File: config.mk
export PLATFORM = sky130hd
export DESIGN_NAME = thermal_fan_config_regs
export DESIGN_NICKNAME = d
export VERILOG_FILES = /design/src/rtl/thermal_fan_pkg.sv /design/src/rtl/assert_timer_if.sv /design/src/rtl/assert_timer.sv /design/src/rtl/temp_limit_compare.sv /design/src/rtl/thermal_fan_config_regs.sv
export SDC_FILE = /design/constraint.sdc
export NUM_CORES = 1
export LEC_CHECK = 0
export ABC_CLOCK_PERIOD_IN_PS = 3000
export BUFFER_PORTS_ARGS = -buffer_cell sky130_fd_sc_hd__buf_2
export CAP_MARGIN = 5
export CORE_MARGIN = 2
export CORE_UTILIZATION = 25
export CTS_CLUSTER_DIAMETER = 120
export CTS_CLUSTER_SIZE = 12
export DETAILED_ROUTE_END_ITERATION = 12
export PLACE_DENSITY_LB_ADDON = 0.25
export REMOVE_ABC_BUFFERS = 1
export SKIP_LAST_GASP = 1
export SYNTH_ARGS = -nofsm -noshare
export SYNTH_HDL_FRONTEND = slang
export SYNTH_SLANG_ARGS = --single-unit
File: constraint.sdc
create_clock -name pclk -period 3 [get_ports pclk]
set_clock_uncertainty 0.1 [all_clocks]
set_input_delay 0.3 -clock pclk [delete_from_list [all_inputs] [get_ports pclk]]
set_output_delay 0.3 -clock pclk [all_outputs]
set_load 0.05 [all_outputs]
File: src/rtl/thermal_fan_pkg.sv
// constants, register map and types for the thermal and fan config bank
package thermal_fan_pkg;

    // ---------------------------------------------------------------
    // bus and register indices (byte address is four times the index)
    // ---------------------------------------------------------------
    localparam int          ADDR_W           = 10;
    localparam logic [7:0]  IDX_IRQ_STATUS   = 8'h42;
    localparam logic [7:0]  IDX_IRQ_CLEAR    = 8'h48;
    localparam logic [7:0]  IDX_IRQ_ENABLE   = 8'h49;
    localparam logic [7:0]  IDX_LOCK         = 8'h4A;
    localparam logic [7:0]  IDX_REMOTE_LIMIT = 8'h4B;
    localparam logic [7:0]  IDX_AUX_DATA     = 8'h4C;
    localparam logic [7:0]  IDX_ELAPSED      = 8'h4D;
    localparam logic [7:0]  IDX_ASSERT_LIMIT = 8'h7A;
    localparam logic [7:0]  IDX_PULSES       = 8'h7B;
    localparam logic [7:0]  IDX_CONFIG5      = 8'h7C;

    // ---------------------------------------------------------------
    // reset values
    // ---------------------------------------------------------------
    localparam logic [7:0]  RST_ASSERT_LIMIT = 8'h00;
    localparam logic [7:0]  RST_PULSES       = 8'h55;
    localparam logic [7:0]  RST_CONFIG5      = 8'h01;
    localparam logic [7:0]  RST_REMOTE_LIMIT = 8'h80;
    localparam logic [7:0]  RST_ZERO         = 8'h00;

    // ---------------------------------------------------------------
    // field positions
    // ---------------------------------------------------------------
    localparam int          BIT_TIMER_FLAG   = 5;
    localparam int          BIT_SIGNED_FMT   = 0;
    localparam int          BIT_OFFSET_SCALE = 1;
    localparam int          BIT_AUX_DIR      = 2;
    localparam int          BIT_AUX_POL      = 3;
    localparam int          BIT_VID_SELECT   = 4;
    localparam int          BIT_REMOTE_ONE   = 5;
    localparam int          BIT_LOCK         = 0;
    localparam int          BIT_AUX_DATA     = 0;
    localparam int          PULSE_FIELD_W    = 2;
    localparam int          FAN_COUNT        = 4;

    // disabled limit codes for each temperature format
    localparam logic [7:0]  LIMIT_OFF_OFFSET = 8'h00;
    localparam logic [7:0]  LIMIT_OFF_SIGNED = 8'h80;

    // ---------------------------------------------------------------
    // timing
    // ---------------------------------------------------------------
    localparam int          CLK_PERIOD_PS    = 4000;
    localparam longint      STEP_TIME_PS     = 64'd22760000000;
    localparam int          STEP_CYCLES      =
        int'(STEP_TIME_PS / CLK_PERIOD_PS);
    localparam logic [7:0]  ELAPSED_MAX      = 8'hFF;

    typedef logic [7:0] byte_t;

endpackage : thermal_fan_pkg

File: src/rtl/assert_timer_if.sv
// carrier between the register bank and the assertion timer
interface assert_timer_if;
    logic [7:0] limit;
    logic [7:0] elapsed;
    logic       limit_event;

    modport bank  (output limit, input  elapsed, input  limit_event);
    modport timer (input  limit, output elapsed, output limit_event);
endinterface : assert_timer_if

File: src/rtl/assert_timer.sv
// times how long the over-temperature line stays asserted
module assert_timer
    import thermal_fan_pkg::*;
#(
    parameter int STEP_COUNT = STEP_CYCLES
) (
    input  wire logic       pclk,
    input  wire logic       presetn,
    input  wire logic       asserted,
    assert_timer_if.timer   tif
);

    logic [31:0] prescale;
    logic        asserted_d;
    logic        over_d;

    wire         rise     = asserted & ~asserted_d;
    wire         step     = asserted & (prescale == 32'(STEP_COUNT - 1));
    wire         over     = asserted & ~rise
                          & (tif.elapsed > tif.limit);
    wire         zero_lim = (tif.limit == 8'h00);

    // ---------------------------------------------------------------
    // step prescaler and elapsed count
    // ---------------------------------------------------------------
    always_ff @(posedge pclk or negedge presetn) begin
        if (!presetn) begin
            prescale <= '0;
        end else if (step || !asserted) begin
            prescale <= '0;
        end else begin
            prescale <= prescale + 32'd1;
        end
    end

    always_ff @(posedge pclk or negedge presetn) begin
        if (!presetn) begin
            tif.elapsed <= 8'h00;
        end else if (rise) begin
            tif.elapsed <= 8'h00;
        end else if (step && tif.elapsed != ELAPSED_MAX) begin
            tif.elapsed <= tif.elapsed + 8'h01;
        end
    end

    always_ff @(posedge pclk or negedge presetn) begin
        if (!presetn) begin
            asserted_d <= 1'b0;
            over_d     <= 1'b0;
        end else begin
            asserted_d <= asserted;
            over_d     <= over;
        end
    end

    // ---------------------------------------------------------------
    // event: first cycle over the limit, or at once for a zero limit
    // ---------------------------------------------------------------
    assign tif.limit_event = (over & ~over_d & ~zero_lim)
                           | (rise & zero_lim);

endmodule : assert_timer

File: src/rtl/temp_limit_compare.sv
// compares a temperature against its over-temperature limit
module temp_limit_compare
    import thermal_fan_pkg::*;
(
    input  wire logic       signed_fmt,
    input  wire byte_t      temp,
    input  wire byte_t      limit,
    output logic            limit_off,
    output logic            exceeded
);

    // flipping the sign bit maps twos complement onto offset ordering
    function automatic byte_t ordered(input byte_t v, input logic sgn);
        ordered = sgn ? (v ^ 8'h80) : v;
    endfunction : ordered

    assign limit_off = signed_fmt ? (limit == LIMIT_OFF_SIGNED)
                                  : (limit == LIMIT_OFF_OFFSET);
    assign exceeded  = ordered(temp, signed_fmt)
                    >= ordered(limit, signed_fmt);

endmodule : temp_limit_compare

File: src/rtl/thermal_fan_config_regs.sv
// register bank for over-temperature timing, fan pulses and config 5
// Operation
// - Hold an 8-bit assertion time limit in 22.76 ms steps.
// - Set status bit 5 of register 0x42 when assertion time exceeds limit.
// - A zero limit raises the flag as soon as the line asserts.
// - Pulse field codes 0..3 count one to four pulses; two is default.
// - Fan one to four fields sit at bits 1:0, 3:2, 5:4, 7:6.
// - Pulses register resets to 0x55.
// - Config bit 0 picks twos complement or offset-64; values reinterpreted live.
// - Config register 5 resets to 0x01.
// - Config bit 1 selects the scaling of the three offset registers.
// - With aux pin enabled, bit 2 makes it input when clear, output when set.
// - Enabled output aux pin is active low when bit 3 clear, high when set.
// - Bit 4 routes five shared pins to voltage-ID or general purpose.
// - Bit 5 lets remote one limit drive the over-temperature pin.
// - Limit of -64 (offset) or -128 (twos) disables that channel's output.
// - Time how long the over-temperature line stays asserted.
// - Once the lock bit is set, config register 5 ignores writes.
module thermal_fan_config_regs
    import thermal_fan_pkg::*;
#(
    parameter int STEP_COUNT = STEP_CYCLES
) (
    input  wire logic              pclk,
    input  wire logic              presetn,
    input  wire logic              psel,
    input  wire logic              penable,
    input  wire logic              pwrite,
    input  wire logic [ADDR_W-1:0] paddr,
    input  wire logic [31:0]       pwdata,
    output logic      [31:0]       prdata,
    output logic                   pready,
    output logic                   pslverr,
    output logic                   irq,
    input  wire logic              over_temp_line_in,
    output logic                   over_temp_line_out,
    output logic                   over_temp_line_oe_n,
    input  wire byte_t             remote_one_temp,
    input  wire logic              aux_pin_enable,
    input  wire logic              aux_pin_in,
    output logic                   aux_pin_out,
    output logic                   aux_pin_oe_n,
    output logic [2:0]             first_tach_pulse_count,
    output logic [2:0]             second_tach_pulse_count,
    output logic [2:0]             third_tach_pulse_count,
    output logic [2:0]             fourth_tach_pulse_count,
    output logic                   signed_temp_format,
    output logic                   offset_scale_select,
    output logic                   voltage_id_pin_select
);

    // ---------------------------------------------------------------
    // storage
    // ---------------------------------------------------------------
    byte_t assertion_time_limit;
    byte_t tach_pulses_per_rev;
    byte_t format_and_pin_config;
    byte_t remote_one_limit;
    logic  irq_status;
    logic  irq_enable;
    logic  config_lock;
    logic  aux_data;

    assert_timer_if tif ();

    // ---------------------------------------------------------------
    // field views
    // ---------------------------------------------------------------
    logic aux_pin_direction;
    logic aux_pin_polarity;
    logic remote_one_limit_enable;
    logic timer_limit_flag;

    assign aux_pin_direction       = format_and_pin_config[BIT_AUX_DIR];
    assign aux_pin_polarity        = format_and_pin_config[BIT_AUX_POL];
    assign remote_one_limit_enable = format_and_pin_config[BIT_REMOTE_ONE];
    assign signed_temp_format      = format_and_pin_config[BIT_SIGNED_FMT];
    assign offset_scale_select     =
        format_and_pin_config[BIT_OFFSET_SCALE];
    assign voltage_id_pin_select   =
        format_and_pin_config[BIT_VID_SELECT];
    assign timer_limit_flag        = tif.limit_event;

    // ---------------------------------------------------------------
    // pulse count decode
    // ---------------------------------------------------------------
    function automatic logic [2:0] pulses(input byte_t r, input int fan);
        logic [1:0] code;
        code   = r[fan*PULSE_FIELD_W +: PULSE_FIELD_W];
        pulses = {1'b0, code} + 3'd1;
    endfunction : pulses

    assign first_tach_pulse_count  = pulses(tach_pulses_per_rev, 0);
    assign second_tach_pulse_count = pulses(tach_pulses_per_rev, 1);
    assign third_tach_pulse_count  = pulses(tach_pulses_per_rev, 2);
    assign fourth_tach_pulse_count = pulses(tach_pulses_per_rev, 3);

    // ---------------------------------------------------------------
    // apb decode
    // ---------------------------------------------------------------
    logic [7:0] index;
    logic       word_aligned;
    logic       hit_status;
    logic       hit_clear;
    logic       hit_enable;
    logic       hit_lock;
    logic       hit_remote;
    logic       hit_aux;
    logic       hit_elapsed;
    logic       hit_limit;
    logic       hit_pulses;
    logic       hit_config;
    logic       mapped;
    logic       access;
    logic       wr_en;
    logic       wr_config;

    assign index        = paddr[ADDR_W-1:2];
    assign word_aligned = (paddr[1:0] == 2'b00);
    assign hit_status   = word_aligned && index == IDX_IRQ_STATUS;
    assign hit_clear    = word_aligned && index == IDX_IRQ_CLEAR;
    assign hit_enable   = word_aligned && index == IDX_IRQ_ENABLE;
    assign hit_lock     = word_aligned && index == IDX_LOCK;
    assign hit_remote   = word_aligned && index == IDX_REMOTE_LIMIT;
    assign hit_aux      = word_aligned && index == IDX_AUX_DATA;
    assign hit_elapsed  = word_aligned && index == IDX_ELAPSED;
    assign hit_limit    = word_aligned && index == IDX_ASSERT_LIMIT;
    assign hit_pulses   = word_aligned && index == IDX_PULSES;
    assign hit_config   = word_aligned && index == IDX_CONFIG5;
    assign mapped       = hit_status | hit_clear | hit_enable | hit_lock
                        | hit_remote | hit_aux | hit_elapsed | hit_limit
                        | hit_pulses | hit_config;
    assign access       = psel & penable;
    assign wr_en        = access & pwrite & mapped;
    assign wr_config    = wr_en & hit_config & ~config_lock;

    // zero wait states; unmapped addresses answer with an error
    assign pready  = 1'b1;
    assign pslverr = access & ~mapped;

    // ---------------------------------------------------------------
    // read mux, captured in the setup cycle
    // ---------------------------------------------------------------
    byte_t read_value;

    assign read_value =
          hit_status  ? 8'(irq_status) << BIT_TIMER_FLAG
        : hit_enable  ? 8'(irq_enable) << BIT_TIMER_FLAG
        : hit_lock    ? 8'(config_lock) << BIT_LOCK
        : hit_remote  ? remote_one_limit
        : hit_aux     ? 8'(aux_pin_in) << BIT_AUX_DATA
        : hit_elapsed ? tif.elapsed
        : hit_limit   ? assertion_time_limit
        : hit_pulses  ? tach_pulses_per_rev
        : hit_config  ? format_and_pin_config
        : RST_ZERO;

    always_ff @(posedge pclk or negedge presetn) begin
        if (!presetn) begin
            prdata <= '0;
        end else if (psel && !penable && !pwrite) begin
            prdata <= {24'h000000, read_value};
        end
    end

    // ---------------------------------------------------------------
    // software registers
    // ---------------------------------------------------------------
    always_ff @(posedge pclk or negedge presetn) begin
        if (!presetn) begin
            assertion_time_limit <= RST_ASSERT_LIMIT;
        end else if (wr_en && hit_limit) begin
            assertion_time_limit <= pwdata[7:0];
        end
    end

    always_ff @(posedge pclk or negedge presetn) begin
        if (!presetn) begin
            tach_pulses_per_rev <= RST_PULSES;
        end else if (wr_en && hit_pulses) begin
            tach_pulses_per_rev <= pwdata[7:0];
        end
    end

    always_ff @(posedge pclk or negedge presetn) begin
        if (!presetn) begin
            format_and_pin_config <= RST_CONFIG5;
        end else if (wr_config) begin
            format_and_pin_config <= pwdata[7:0];
        end
    end

    always_ff @(posedge pclk or negedge presetn) begin
        if (!presetn) begin
            remote_one_limit <= RST_REMOTE_LIMIT;
        end else if (wr_en && hit_remote) begin
            remote_one_limit <= pwdata[7:0];
        end
    end

    // lock is set-only until the next reset
    always_ff @(posedge pclk or negedge presetn) begin
        if (!presetn) begin
            config_lock <= 1'b0;
        end else if (wr_en && hit_lock && pwdata[BIT_LOCK]) begin
            config_lock <= 1'b1;
        end
    end

    always_ff @(posedge pclk or negedge presetn) begin
        if (!presetn) begin
            aux_data   <= 1'b0;
            irq_enable <= 1'b0;
        end else begin
            if (wr_en && hit_aux) begin
                aux_data <= pwdata[BIT_AUX_DATA];
            end
            if (wr_en && hit_enable) begin
                irq_enable <= pwdata[BIT_TIMER_FLAG];
            end
        end
    end

    // ---------------------------------------------------------------
    // interrupt status: a new event wins over a same-cycle clear
    // ---------------------------------------------------------------
    logic clear_flag;
    logic next_irq_status;

    assign clear_flag      = wr_en & hit_clear & pwdata[BIT_TIMER_FLAG];
    assign next_irq_status = timer_limit_flag
                           | (irq_status & ~clear_flag);

    always_ff @(posedge pclk or negedge presetn) begin
        if (!presetn) begin
            irq_status <= 1'b0;
        end else begin
            irq_status <= next_irq_status;
        end
    end

    assign irq = irq_status & irq_enable;

    // ---------------------------------------------------------------
    // assertion timer on the active-low over-temperature line
    // ---------------------------------------------------------------
    assign tif.limit = assertion_time_limit;

    assert_timer #(
        .STEP_COUNT (STEP_COUNT)
    ) u_timer (
        .pclk     (pclk),
        .presetn  (presetn),
        .asserted (~over_temp_line_in),
        .tif      (tif.timer)
    );

    // ---------------------------------------------------------------
    // remote one over-temperature drive
    // ---------------------------------------------------------------
    logic remote_limit_off;
    logic remote_exceeded;
    logic drive_line;

    temp_limit_compare u_cmp (
        .signed_fmt (signed_temp_format),
        .temp       (remote_one_temp),
        .limit      (remote_one_limit),
        .limit_off  (remote_limit_off),
        .exceeded   (remote_exceeded)
    );

    always_ff @(posedge pclk or negedge presetn) begin
        if (!presetn) begin
            drive_line <= 1'b0;
        end else begin
            drive_line <= remote_one_limit_enable
                        & ~remote_limit_off
                        & remote_exceeded;
        end
    end

    // the line is only ever pulled low; otherwise it is a timer input
    assign over_temp_line_out  = 1'b0;
    assign over_temp_line_oe_n = ~drive_line;

    // ---------------------------------------------------------------
    // auxiliary general-purpose pin
    // ---------------------------------------------------------------
    logic aux_level;

    always_ff @(posedge pclk or negedge presetn) begin
        if (!presetn) begin
            aux_level <= 1'b0;
        end else begin
            aux_level <= aux_pin_polarity ? aux_data : ~aux_data;
        end
    end

    assign aux_pin_out  = aux_level;
    assign aux_pin_oe_n = ~(aux_pin_enable & aux_pin_direction);

endmodule : thermal_fan_config_regs

======== Word level (Yosys, flattened, before mapping) ========
Cells that the tools add are included.
storage, ports and cells
  bits in registers ....................... 88
  bits of input ports ..................... 58
  output and inout port bits .............. 54
  logic and storage cells ................. 124
cells by class
  add/subtract/negate cells ............... 6
  magnitude comparators ................... 2
  equality and inequality tests ........... 13
  muxes and demuxes ....................... 16
  bitwise logic cells ..................... 45
  reduce and logical (&&, ||, !) cells .... 27
operator list
  kind                     number
  $mux W8                  13
  $eq A8 B7 Y1 const B     10
  $add A32 B1 Y32 const B  1
  $eq A32 B23 Y1 const B   1
  $mux W32                 1
  $and A1 B1 Y1            20
  $logic_and A1 B1 Y1      20
  $logic_not A8 Y1         2
  $not A1 Y1               14
  $add A2 B1 Y3 const B    4
  $or A1 B1 Y1             11
  $add A8 B1 Y8 const B    1
  $eq A8 B8 Y1 const B     1
  $ge A8 B8 Y1             1
  $gt A8 B8 Y1             1
  $ne A8 B8 Y1 const B     1
  $logic_not A1 Y1         2
  $logic_not A2 Y1         1
  $mux W1                  2
  $reduce_bool A2 Y1       1
  $logic_or A1 B1 Y1       1

======== Logic depth before layout (Yosys ltp) ========
Gate-level depths: netlist of run 1.
  depth after elaboration ................. 17
  mapped depth ............................ 8
  depth with buffers taken out ............ 7

======== Modules after synthesis ========
From an unflattened synthesis of run 1, not the netlist that was laid out.
unflattened totals
  cell total of the unflattened synthesis .. 560
  area total of the unflattened synthesis .. 5,401.4 sq um
modules (own cells, without submodules)
  module                   instances  cells an instance  area each (sq um)  seq. area each (sq um)
  thermal_fan_config_regs  1          273                2,783.9            1,158.6
  assert_timer             1          257                2,363.5            1,051.0
  temp_limit_compare       1          30                 254.0              0.0

======== Least setup slack after synthesis of run 1 ========
OpenSTA, ideal clock, no wires.
  kind .................................... input-to-output
  start ................................... in paddr[3]
  end ..................................... out pslverr
  arrival time ............................ 2,301 ps
  data required time ...................... 2,600 ps
  path slack .............................. 299 ps
  stages .................................. 7
  path buffers ............................ 2
  path through ............................ clkbuf_1 nor2b_1 clkbuf_1 mux2i_1 o22ai_1 a31oi_1 a21boi_0
on the way
  longest elaborated chain between the ends .. 13
  elaborated cells on any way between the ends .. 31
  classes of those cells .................. eq/ne (10); bitwise (11); reduce/logical (10)
RTL lines
  item                                    line                                                            RTL
  start: declaration                      thermal_fan_config_regs.sv:29                                   input wire logic [ADDR_W-1:0] paddr,
  $eq A8 B7 Y1 (on tied branches)         thermal_fan_config_regs.sv:120, thermal_fan_config_regs.sv:121
  $logic_and A1 B1 Y1 (on tied branches)  thermal_fan_config_regs.sv:120, thermal_fan_config_regs.sv:121
  $or A1 B1 Y1 (3 in a row)               thermal_fan_config_regs.sv:130                                  assign mapped = hit_status | hit_clear | hit_enable | hit_lock
  $or A1 B1 Y1 (4 in a row)               thermal_fan_config_regs.sv:131                                  | hit_remote | hit_aux | hit_elapsed | hit_limit
  $or A1 B1 Y1                            thermal_fan_config_regs.sv:132                                  | hit_pulses | hit_config;
  $or A1 B1 Y1 (*)                        thermal_fan_config_regs.sv:132
  $not A1 Y1 (*)                          thermal_fan_config_regs.sv:139                                  assign pslverr = access & ~mapped;
  $and A1 B1 Y1 (*)                       thermal_fan_config_regs.sv:139
  end: declaration                        thermal_fan_config_regs.sv:33                                   output logic pslverr,
Mark *: on every way between the ends. The rest lies on a longest branch, timed or not.

======== Worst setup path after layout of run 1 ========
  start ................................... reg u_timer.prescale[0]
  end ..................................... reg u_timer.tif.elapsed[7]
on the way
  longest elaborated chain between the ends .. 4
RTL lines
  item                          line                  RTL
  start: declaration            assert_timer.sv:13    logic [31:0] prescale;
  start signal: assignment      assert_timer.sv:32    prescale <= prescale + 32'd1;
  $eq A32 B23 Y1                assert_timer.sv:18    wire step = asserted & (prescale == 32'(STEP_COUNT - 1));
  $and A1 B1 Y1                 assert_timer.sv:18
  $logic_and A1 B1 Y1           assert_timer.sv:41    end else if (step && tif.elapsed != ELAPSED_MAX) begin
  $reduce_bool A2 Y1 (no line)  --
  end signal: assignment        assert_timer.sv:42    tif.elapsed <= tif.elapsed + 8'h01;
  end: declaration              assert_timer_if.sv:8  modport timer (input limit, output elapsed, output limit_event);
Every way passes these cells.
A chain may end at the register's enable or synchronous reset.

==> metrics.md, run 1 <==
| Metric | Value |
|---|---|
| Ports | `~110` |
| Crit path time final | `~2.7 ns` |
| Antenna diode count | `0` |
| Grt peak-use layer | `met2` |
| Via density | `4.86` |
| RSZ-0062 raised after global routing | `no` |
| RePlAce Congestion | `0.846` |
| Post-synth EDFFs | `0` |
| Hold Crit Class | `primary input to flop` |
| Vias in the first global route | `4176` |
| Final #Nets | `between 600 and 700` |
| Ys async rst share | `100%` |
| Cts bufs inserted | `9` |
| Clock Latency Late Sink | `0.35 ns` |
| Via Count | `around 4200` |
| Syn Inst Count | `~530` |
| Clock transition at path regs | `roughly 0.060 ns` |
| Die Width | `around 150 microns` |
| Final Hold Fails | `0` |
| Crit path launch type | `flop` |
| Initial Utilization | `25.3%` |
| Final setup fails | `0` |
| Tot GR Track Use | `approximately an eighth` |
| First-pass GRT wire length | `22300 microns` |
| Final WS setup | `around 0.29 ns` |
| Die ar. | `around 22000 sq um` |
| Layout Utilization | `between 20% and 30%` |
| Synth Warn # | `0` |
| Total power | `between 2 and 2.5 mW` |
| Commonest non-fill, non-tap cell in the layout | `dfrtp_1` |
| Crit path kind | `flop to flop` |
| Pleak | `2.69 nW` |
| # port buffers | `between 60 and 70` |
| H-tree levels | `3` |
| PwrDens | `roughly 420 nW/um^2` |
| Yosys cell types | `58` |
| Crit. End Element | `flop` |
| Highest ir drop seen on vdd | `between 0.0002 and 0.0003 V` |
| Worst-margin pin slew | `between 0.5 and 0.6 ns` |
| Placed instance area | `~5700 sq um` |
| Crit Path Max Fanout | `13` |
| Final setup TNS | `0 ns` |
| Clk buf depth | `2` |
| Worst Hold Slack | `~0.11 ns` |
| WL/cell | `about 16 microns` |
| Drt drc | `0` |
| Place WS | `about 0.13 ns` |
| Met2 usage | `a little over a fifth` |
| Chip Height | `about 150 microns` |
| Fmax | `~0.37 GHz` |
| Crit share post-route | `around 90%` |
| GRT met3 Usage | `3.32%` |
| Remaining antenna violation count | `0` |
| Largest net degree at the start of global routing | `81` |
| Setup bufs post-CTS | `0` |
| Placed Instances | `approximately 860` |
| Layout cells sized above 1 | `21.1%` |
| Final wirelength | `13600 microns` |
| Fillers | `2146` |
| Area of the core | `between 20000 and 25000 sq um` |
| Cell Count, Final, Fillers Out | `between 800 and 900` |
| Iter 0 DRT Violations | `~210` |
| Status | `finished, final reports clean` |
| Mean Syn Cell Area | `9.59 sq um` |
| Antenna violations before repair | `0` |
| Arr. time, crit path | `between 2 and 3 ns` |
| Max cap viols | `0` |
| Clock Tree Root | `clkbuf_16` |
| DP HPWL | `approximately 10000 microns` |
| Grt total ovfl | `0` |
| Design area | `5980 sq um` |
| Seq/Total Area, Yosys | `a little over two fifths` |
| Grt met1 use | `between 15 and 20%` |
| Synthesis-stage register bit count | `88` |
| Total iterations of the first detailed-routing run | `4` |
| Clk sinks | `88` |
| Slew margin rel. | `63.3%` |
| Area Growth Syn to Fin | `17.5%` |
| Post-synth top flop | `dfrtp_1` |
| Required time of the critical path | `3.17 ns` |
| FP Rows | `52` |
| Cell Area, Synth | `5090 sq um` |
| CTS tree | `built` |
| Most frequent cells in the layout | `82 x dfrtp_1, 60 x buf_2, 42 x nor2_1` |
| Pins over their slew limit | `0` |
-- power breakdown --
group,switching (mW),internal (mW),total (mW)
Sequential,0.00854,1.20,1.21
Combinational,0.190,0.0596,0.250
Clock,0.459,0.578,1.04
-- path summary, 6_finish.rpt --
check,from,to,slack (ns),depth (start not counted)
min,pwdata[2],tach_pulses_per_rev[2],0.11,3
min in group asynchronous,presetn,drive_line,0.23,2
max in group asynchronous,presetn,format_and_pin_config[0],1.90,3
max reg2reg,u_timer.prescale[0],u_timer.tif.elapsed[7],0.29,6
max,u_timer.prescale[0],u_timer.tif.elapsed[7],0.29,6
min reg2reg,aux_data,aux_pin_out,0.36,1
-- critical path, stage by stage, from the launching register on --
cell	delay, ns
dfrtp_1	0.39
ha_1	0.23
nand3_2	0.10
or4b_1	0.51
or4_4	0.62
or4_1	0.52
a21oi_1	0.16
-- cells by family (layout without fill, tap and decap cells) --
kind of cell | count (synthesis) | count (layout) | synth area share (%)
fa+ha+maj | 22 | 22 | 5.41
xor+xnor | 31 | 31 | 5.33
flops | 88 | 88 | 43.4
compound gates | 99 | 99 | 12.9
mux | 23 | 23 | 5.06
other cells | 2 | 26 | 0.147
buf+inv | 66 | 113 | 6.81
simple gates | 200 | 200 | 21.0
-- repair_timing --
| action | CTS | global route |
|---|---|---|
| endpoints found under the hold margin | 8 | 0 |
| hold buffers | 1 | 0 |
| resized for setup | 0 | 1 |
| setup endpoints to repair | 0 | 1 |
-- synth_stat cells (8+ instances only) --
master	number	share of area [%]
a21oi_1	16	1.6
a22oi_1	15	2.2
buf_4	26	3.8
clkbuf_1	17	1.3
dfrtp_1	82	40
ha_1	22	5.4
inv_1	21	1.5
mux2_2	22	4.9
nand2_1	39	2.9
nand3_1	25	2.5
nand4_1	14	1.7
nor2_1	42	3.1
nor3_1	14	1.4
nor4_1	11	1.4
o21ai_0	27	2.7
or4_1	8	1.2
xnor2_1	10	1.7
xor2_1	21	3.6
-- registers in the layout, summed over array words and instances (netlist names), 8 cells and up --
register and cells:
u_timer.prescale 32, assertion_time_limit 8, format_and_pin_config 8, prdata 8
remote_one_limit 8, tach_pulses_per_rev 8, u_timer.tif.elapsed 8
-- layer usage --
metal / part of all wire [%] / vias to the layer above
met3: 5.7 / 17
met2: 47 / 137
li1: - / 2021
met4: 1.7 / 0
met1: 46 / 2065
met5: 0 / -
-- layout make-up --
cell class                      count  area (sq um)  share of cell area [%]
Clock buffer                       12           246                    4.12
Clock inverter                      3          18.8                   0.314
Inverter                           21          78.8                    1.32
Multi-Input combinational cell    401          2640                    44.1
Sequential cell                    88          2210                    36.9
Tap cell                          270           338                    5.65
Timing Repair Buffer               77           455                    7.61
(Power assumes the default switching activity.)
==> run 2: changes to the inputs <==
ABC_CLOCK_PERIOD_IN_PS = 2270   (was 3000)
clock period = 2.27 ns   (was 3 ns; I/O delays follow)
==> run 2 against run 1 <==
- critical path depth stayed put
- combinational power is 60% higher
- critical path type unchanged
- sequential cell count stayed put
- first-iteration DRC count is 17% lower
- sequential share of layout area is 4.5 points lower
- the run now ends with setup timing left
- core utilization is 4.2 points higher
- die area stayed put
- cell count is 7.1% higher
- count of clock-buffer cells in the layout stayed put
- via count is 5.3% higher
- largest cell class unchanged
- worst setup slack worse by 0.45 ns
- hold slack worse by 0.072 ns
==> metrics.md, run 2 (synthesis results as in run 1) <==
| Metric | Value |
|---|---|
| Crit path launch | `u_timer.prescale[1]` |
| Crit Path Max Fanout | `5` |
| Final Hold Fails | `0` |
| Largest net degree at the start of global routing | `52` |
| Required time of the critical path | `around 2.5 ns` |
| Total iterations of the first detailed-routing run | `5` |
| Vias in the first global route | `4427` |
| DP HPWL | `about 11000 microns` |
| Most frequent cells in the layout | `82 x dfrtp_1, 68 x buf_4, 60 x buf_2` |
| RSZ-0062 raised after global routing | `yes` |
| Pins over their slew limit | `0` |
| PwrDens | `between 500 and 600 nW/um^2` |
| GRT met3 Usage | `3.23%` |
| Commonest non-fill, non-tap cell in the layout | `dfrtp_1` |
| Iter 0 DRT Violations | `approximately 170` |
| Via Count | `4464` |
| Crit path kind | `flop to flop` |
| Area of the core | `20100 sq um` |
| Remaining antenna violation count | `0` |
| Slew margin rel. | `57.2%` |
| Final wirelength | `roughly 15000 microns` |
| Drt drc | `0` |
| Crit path time final | `around 2.4 ns` |
| Clk buf depth | `2` |
| Clk sinks | `a little under 90` |
| Area Growth Syn to Fin | `34.0%` |
| Grt met1 use | `~18%` |
| # port buffers | `between 60 and 70` |
| Fmax | `a little over 0.4 GHz` |
| Largest stage delay, worst path | `about 0.54 ns` |
| Place WS | `-0.458 ns` |
| Worst path slowest cell | `or4b_4` |
| Crit share post-route | `107%` |
| Highest ir drop seen on vdd | `~0.00034 V` |
| CTS tree | `built` |
| Antenna violations before repair | `0` |
| Grt peak-use layer | `met2` |
| Worst-margin pin slew | `roughly 0.64 ns` |
| Hold Crit Class | `primary input to flop` |
| WHS Endpoint | `u_timer.prescale[2]` |
| Tot GR Track Use | `between 10 and 15%` |
| Die ar. | `21500 sq um` |
| Crit path max-delay family | `simple AND/OR/NAND/NOR gates` |
| Sequential Area | `2210 sq um` |
| Crit path launch type | `flop` |
| Via density | `4.78` |
| CP cell instances | `ha_2, nand3_2, or4b_4, or4_4, or4_1, a21oi_1` |
| Arr. time, crit path | `about 2.6 ns` |
| Pleak | `between 3 and 4 nW` |
| R2R depth | `6` |
| Failing checks | `setup timing` |
| WHS Path Cells | `2` |
| Reg2Reg Capture Point | `u_timer.tif.elapsed[6]` |
| RePlAce Congestion | `~0.86` |
| Initial Utilization | `approximately 25%` |
| Max cap viols | `0` |
| Cts bufs inserted | `9` |
| Footprint of the multi-input gates | `about 2900 sq um` |
| Grt total ovfl | `0` |
| Fillers | `a little over 2000` |
| Hold Crit Start | `over_temp_line_in` |
| Met2 usage | `between 20% and 30%` |
| Final WS setup | `-0.158 ns` |
| FP Rows | `52` |
| Die Width | `between 100 and 150 microns` |
| Clock Latency Late Sink | `approximately 0.35 ns` |
| Final #Nets | `between 700 and 800` |
| Internal reg-to-reg setup slack | `-0.16 ns` |
| Ports | `112` |
| Layout Utilization | `33.9%` |
| First-pass GRT wire length | `between 20000 and 25000 microns` |
| Clock Tree Root | `clkbuf_16` |
| Chip Height | `roughly 150 microns` |
| Clock transition at path regs | `around 0.06 ns` |
| RR Startpoint | `u_timer.prescale[1]` |
| Largest reg by FF count | `u_timer.prescale` |
| Layout cells sized above 1 | `34.5%` |
| Crit. End Element | `flop` |
| WL/cell | `15.8 microns` |
| Antenna diode count | `0` |
| Final setup fails | `36` |
| Total power | `between 3 and 4 mW` |
| H-tree levels | `3` |
| Worst Hold Slack | `about 0.034 ns` |
| Max reg flops | `32` |
| Critical path buffers and inverters | `0` |
| Status | `finished, violations left` |
==> run 2: cell type report <==
| cell class | count | area share [%] |
|---|---|---|
| clock inverter | 4 | 0.770 |
| clock buffer | 12 | 3.76 |
| tap | 270 | 4.95 |
| timing repair buffer | 137 | 14.3 |
| inverter | 21 | 1.16 |
| multi-input combinational | 402 | 42.7 |
| sequential | 88 | 32.4 |
==> run 2: what timing repair did <==
action,in CTS,in global routing
gates cloned,4,0
hold buffers,1,0
setup endpoints to repair,39,39
gates resized for setup,27,51
hold endpoints to repair,17,0
buffers inserted,7,7
pin swaps,25,24
==> run 2: stage by stage <==
step	cells	setup TNS (ns)	area, sq um
5_1_grt	934	-6.82	6820
4_1_cts	930	-2.99	6630
3_3_place_gp	902	-10.70	6050
6_report	934	-3.91	6820
3_5_place_dp	902	-13.71	6050
2_1_floorplan	510	-18.25	4910
==> run 2: worst max-delay path by stage <==
stage | end | depth (start not counted)
final | u_timer.tif.elapsed[6] | 6
after global routing | u_timer.tif.elapsed[5] | 7
after CTS | u_timer.tif.elapsed[5] | 6
after detailed placement | u_timer.tif.elapsed[3] | 6
after global placement | u_timer.tif.elapsed[3] | 6
after floorplan | u_timer.prescale[10] | 6
==> run 2: power breakdown <==
| group | switching, mW | leakage [nW] | internal (mW) |
|---|---|---|---|
| Clock | 0.647 | 0.141 | 0.914 |
| Sequential | 0.00944 | 1.16 | 1.58 |
| Combinational | 0.282 | 1.73 | 0.117 |
==> run 2: layer usage <==
metal  wire length (microns)  part of all wire [%]
met1                    6610                    45
met2                    7180                    49
met3                     747                   5.1
met4                     198                   1.3
met5                       0                     0
==> run 3: changes to the inputs <==
ABC_AREA = 1   (was unset)
ABC_CLOCK_PERIOD_IN_PS = unset   (was 2270)
clock period = 2.94 ns   (was 2.27 ns; I/O delays follow)
==> run 3 against run 2 <==
- the run now ends clean
- cell count up 26%
- count of clock-buffer cells in the layout stayed put
- sequential share of layout area about the same
- routed wire length up 6.7%
- critical path depth rose by 4
- register-to-register slack gained 1.0 ns
- critical path type is now primary input to output pin
- critical endpoint is now pslverr
- largest cell class unchanged
- highest routed layer unchanged
==> metrics.md, run 3 <==
| Metric | Value |
|---|---|
| Post-synth EDFFs | `0` |
| Ports | `112` |
| Final Hold Fails | `0` |
| Pins over their slew limit | `0` |
| Synth Warn # | `0` |
| Iter 0 DRT Violations | `~270` |
| WL/cell | `about 13 microns` |
| Clock transition at path regs | `~0.070 ns` |
| Leading area contributor after synthesis | `dfrtp_1` |
| Final #Nets | `roughly 940` |
| Die Width | `roughly 160 microns` |
| Total iterations of the first detailed-routing run | `5` |
| Fmax | `0.480 GHz` |
| Worst path slowest cell | `buf_2` |
| Crit path time final | `about 2.1 ns` |
| Commonest non-fill, non-tap cell in the layout | `nand2_1` |
| Slew margin rel. | `approximately 64%` |
| Area share of the largest cell type after synthesis | `34.8%` |
| Yosys cell types | `slightly above 40` |
| First-pass GRT wire length | `26100 microns` |
| Top area cells in the synthesized netlist | `dfrtp_1 35%, nand2_1 13%, inv_1 7.1%, ha_1 4.7%, nand3_1 4.7%` |
| Required time of the critical path | `2.55 ns` |
| Crit path launch type | `primary input` |
| Final setup TNS | `0 ns` |
| Max cap viols | `0` |
| Status | `finished, final reports clean` |
| Tot GR Track Use | `13.4%` |
| Clock Latency Late Sink | `approximately 0.35 ns` |
| Crit Path Max Fanout | `12` |
| Layout cells sized above 1 | `approximately 18%` |
| CTS tree | `built` |
| FP Rows | `between 50 and 60` |
| Grt total ovfl | `0` |
| Cell Count, Final, Fillers Out | `1180` |
| Critical path buffers and inverters | `4` |
| Commonest cells post-synth | `199 x nand2_1, 112 x inv_1, 82 x dfrtp_1` |
| Vias in the first global route | `a little under 5000` |
| Via density | `4.32` |
| Area Growth Syn to Fin | `15.5%` |
| Syn Inst Count | `between 700 and 800` |
| RePlAce Congestion | `between 0.8 and 0.9` |
| Final wirelength | `approximately 16000 microns` |
| Largest net degree at the start of global routing | `between 40 and 50` |
| Clk sinks | `88` |
| Largest stage delay, worst path | `around 0.26 ns` |
| PwrDens | `409 nW/um^2` |
| Crit path kind | `primary input to output pin` |
| Via Count | `5102` |
| Crit path max-delay family | `simple AND/OR/NAND/NOR gates` |
| Clk buf depth | `2` |
| Grt peak-use layer | `met2` |
| Highest ir drop seen on vdd | `~0.00026 V` |
| RSZ-0062 raised after global routing | `no` |
| GRT met3 Usage | `under 10%` |
| Synthesis-stage register bit count | `88` |
| Remaining antenna violation count | `0` |
| Arr. time, crit path | `1.69 ns` |
| Grt met1 use | `19.2%` |
| Hold Crit Class | `primary input to flop` |
| Met2 usage | `a little over a fifth` |
| Ys async rst share | `100%` |
| Cell Area, Synth | `between 5000 and 6000 sq um` |
| Fillers | `2575` |
| Most numerous cell in the Yosys netlist | `nand2_1` |
| Cts bufs inserted | `9` |
| Worst-margin pin slew | `about 0.54 ns` |
| Crit. End Element | `output pin` |
| Mean Syn Cell Area | `approximately 7.5 sq um` |
| Initial Utilization | `between 20% and 30%` |
| Final setup fails | `0` |
| Max reg flops | `32` |
| Chip Height | `158 microns` |
| Placed Instances | `roughly 1200` |
| Post-synth top flop | `dfrtp_1` |
| Area of the core | `between 20000 and 25000 sq um` |
| DP HPWL | `between 10000 and 15000 microns` |
| Crit share post-route | `approximately 71%` |
| Seq/Total Area, Yosys | `~37%` |
| Clock Tree Root | `clkbuf_16` |
| Largest reg by FF count | `u_timer.prescale` |
| H-tree levels | `3` |
| CP cell instances | `buf_2, nand2_1, inv_1, nand2_1, nor2_2, buf_4, nor2_2, nand2_8, nor2_1, buf_2` |
| Antenna violations before repair | `0` |
| Most frequent cells in the layout | `199 x nand2_1, 112 x inv_1, 82 x dfrtp_1` |
| Antenna diode count | `0` |
| Drt drc | `0` |
| # port buffers | `61` |
| Pleak | `between 3 and 4 nW` |
| Die ar. | `24800 sq um` |
==> run 3: cell count changes after synthesis, moves of 10 or more <==
cell      delta
a21oi_1     +15
a22oi_1     -15
clkbuf_1    -16
inv_1       +91
mux2_2      -22
nand2_1    +160
nand3_1     +30
nand4_1     +10
nor2_1      +30
o21ai_2     +17
==> run 3: what timing repair did <==
item | in CTS | in global routing
setup buffers | 0 | 0
hold buffers | 1 | 0
hold endpoints to repair | 19 | 0
gates resized for setup | 0 | 0
==> run 3: through the flow <==
stage | setup WS, ns | power [mW] | hold WS (ns) | util (%) | area (sq um)
global placement | 0.885 | 1.55 | 0.119 | 27.8 | 6480
CTS | 0.859 | 2.83 | 0.0673 | 29.2 | 6810
global route | 0.643 | 2.92 | 0.0940 | 29.2 | 6810
detailed placement | 0.859 | 1.55 | 0.117 | 27.8 | 6480
floorplan | 0.879 | 1.45 | -0.102 | - | 5710
finish | 0.858 | 2.79 | 0.0683 | 29.2 | 6810
==> run 3: path summary, 6_finish.rpt <==
check / start / end / slack, ns / cells past startpoint
worst max-delay path: paddr[5] / pslverr / 0.86 / 10
max in group asynchronous: presetn / tach_pulses_per_rev[6] / 1.76 / 3
min in group asynchronous: presetn / remote_one_limit[3] / 0.29 / 2
worst max register to register: u_timer.tif.elapsed[0] / u_timer.tif.elapsed[4] / 0.87 / 10
worst min-delay path: pwdata[4] / format_and_pin_config[4] / 0.07 / 3
worst min register to register: aux_data / aux_pin_out / 0.37 / 1
==> run 3: final cells by class <==
cell class / count / area [sq um] / share of cell area, %
clock buffers: 12 / 246 / 3.62
inverters: 120 / 450 / 6.61
multi-input cells: 569 / 3050 / 44.8
clock inverters: 4 / 77.6 / 1.14
repair buffers: 68 / 375 / 5.51
flip-flops and latches: 88 / 2210 / 32.4
well taps: 319 / 399 / 5.86
==> run 3: kinds of logic (layout without fill, tap and decap cells) <==
| group | after synthesis | count (layout) | share of synthesized area [%] |
|---|---|---|---|
| DFF | 88 | 88 | 37.5 |
| buffers and inverters | 157 | 204 | 12.3 |
| adders and majority gates | 22 | 22 | 4.67 |
| xor gates and xnor gates | 17 | 17 | 2.53 |
| other | 2 | 26 | 0.127 |
| and+or+nand+nor | 424 | 424 | 34.8 |
| AOI/OAI and AO/OA | 80 | 80 | 8.13 |
==> run 3: power by group <==
group,internal [mW],leakage (nW),total [mW],switching [mW]
Sequential,1.22,1.16,1.24,0.0196
Combinational,0.0700,1.98,0.283,0.213
Clock,0.772,0.157,1.26,0.488
==> run 3: worst min-delay path, delay by kind of cell <==
| kind | cells | cell delay [ns] |
|---|---|---|
| buffers and inverters | 1 | 0.09 |
| and+or+nand+nor | 1 | 0.04 |
| AOI/OAI and AO/OA | 1 | 0.06 |
==> run 3: layer usage <==
| layer | up-vias | part of all wire [%] |
|---|---|---|
| li1 | 2618 | - |
| met2 | 114 | 45 |
| met1 | 2359 | 50 |
| met5 | - | 0 |
| met3 | 11 | 3.9 |
| met4 | 0 | 0.80 |
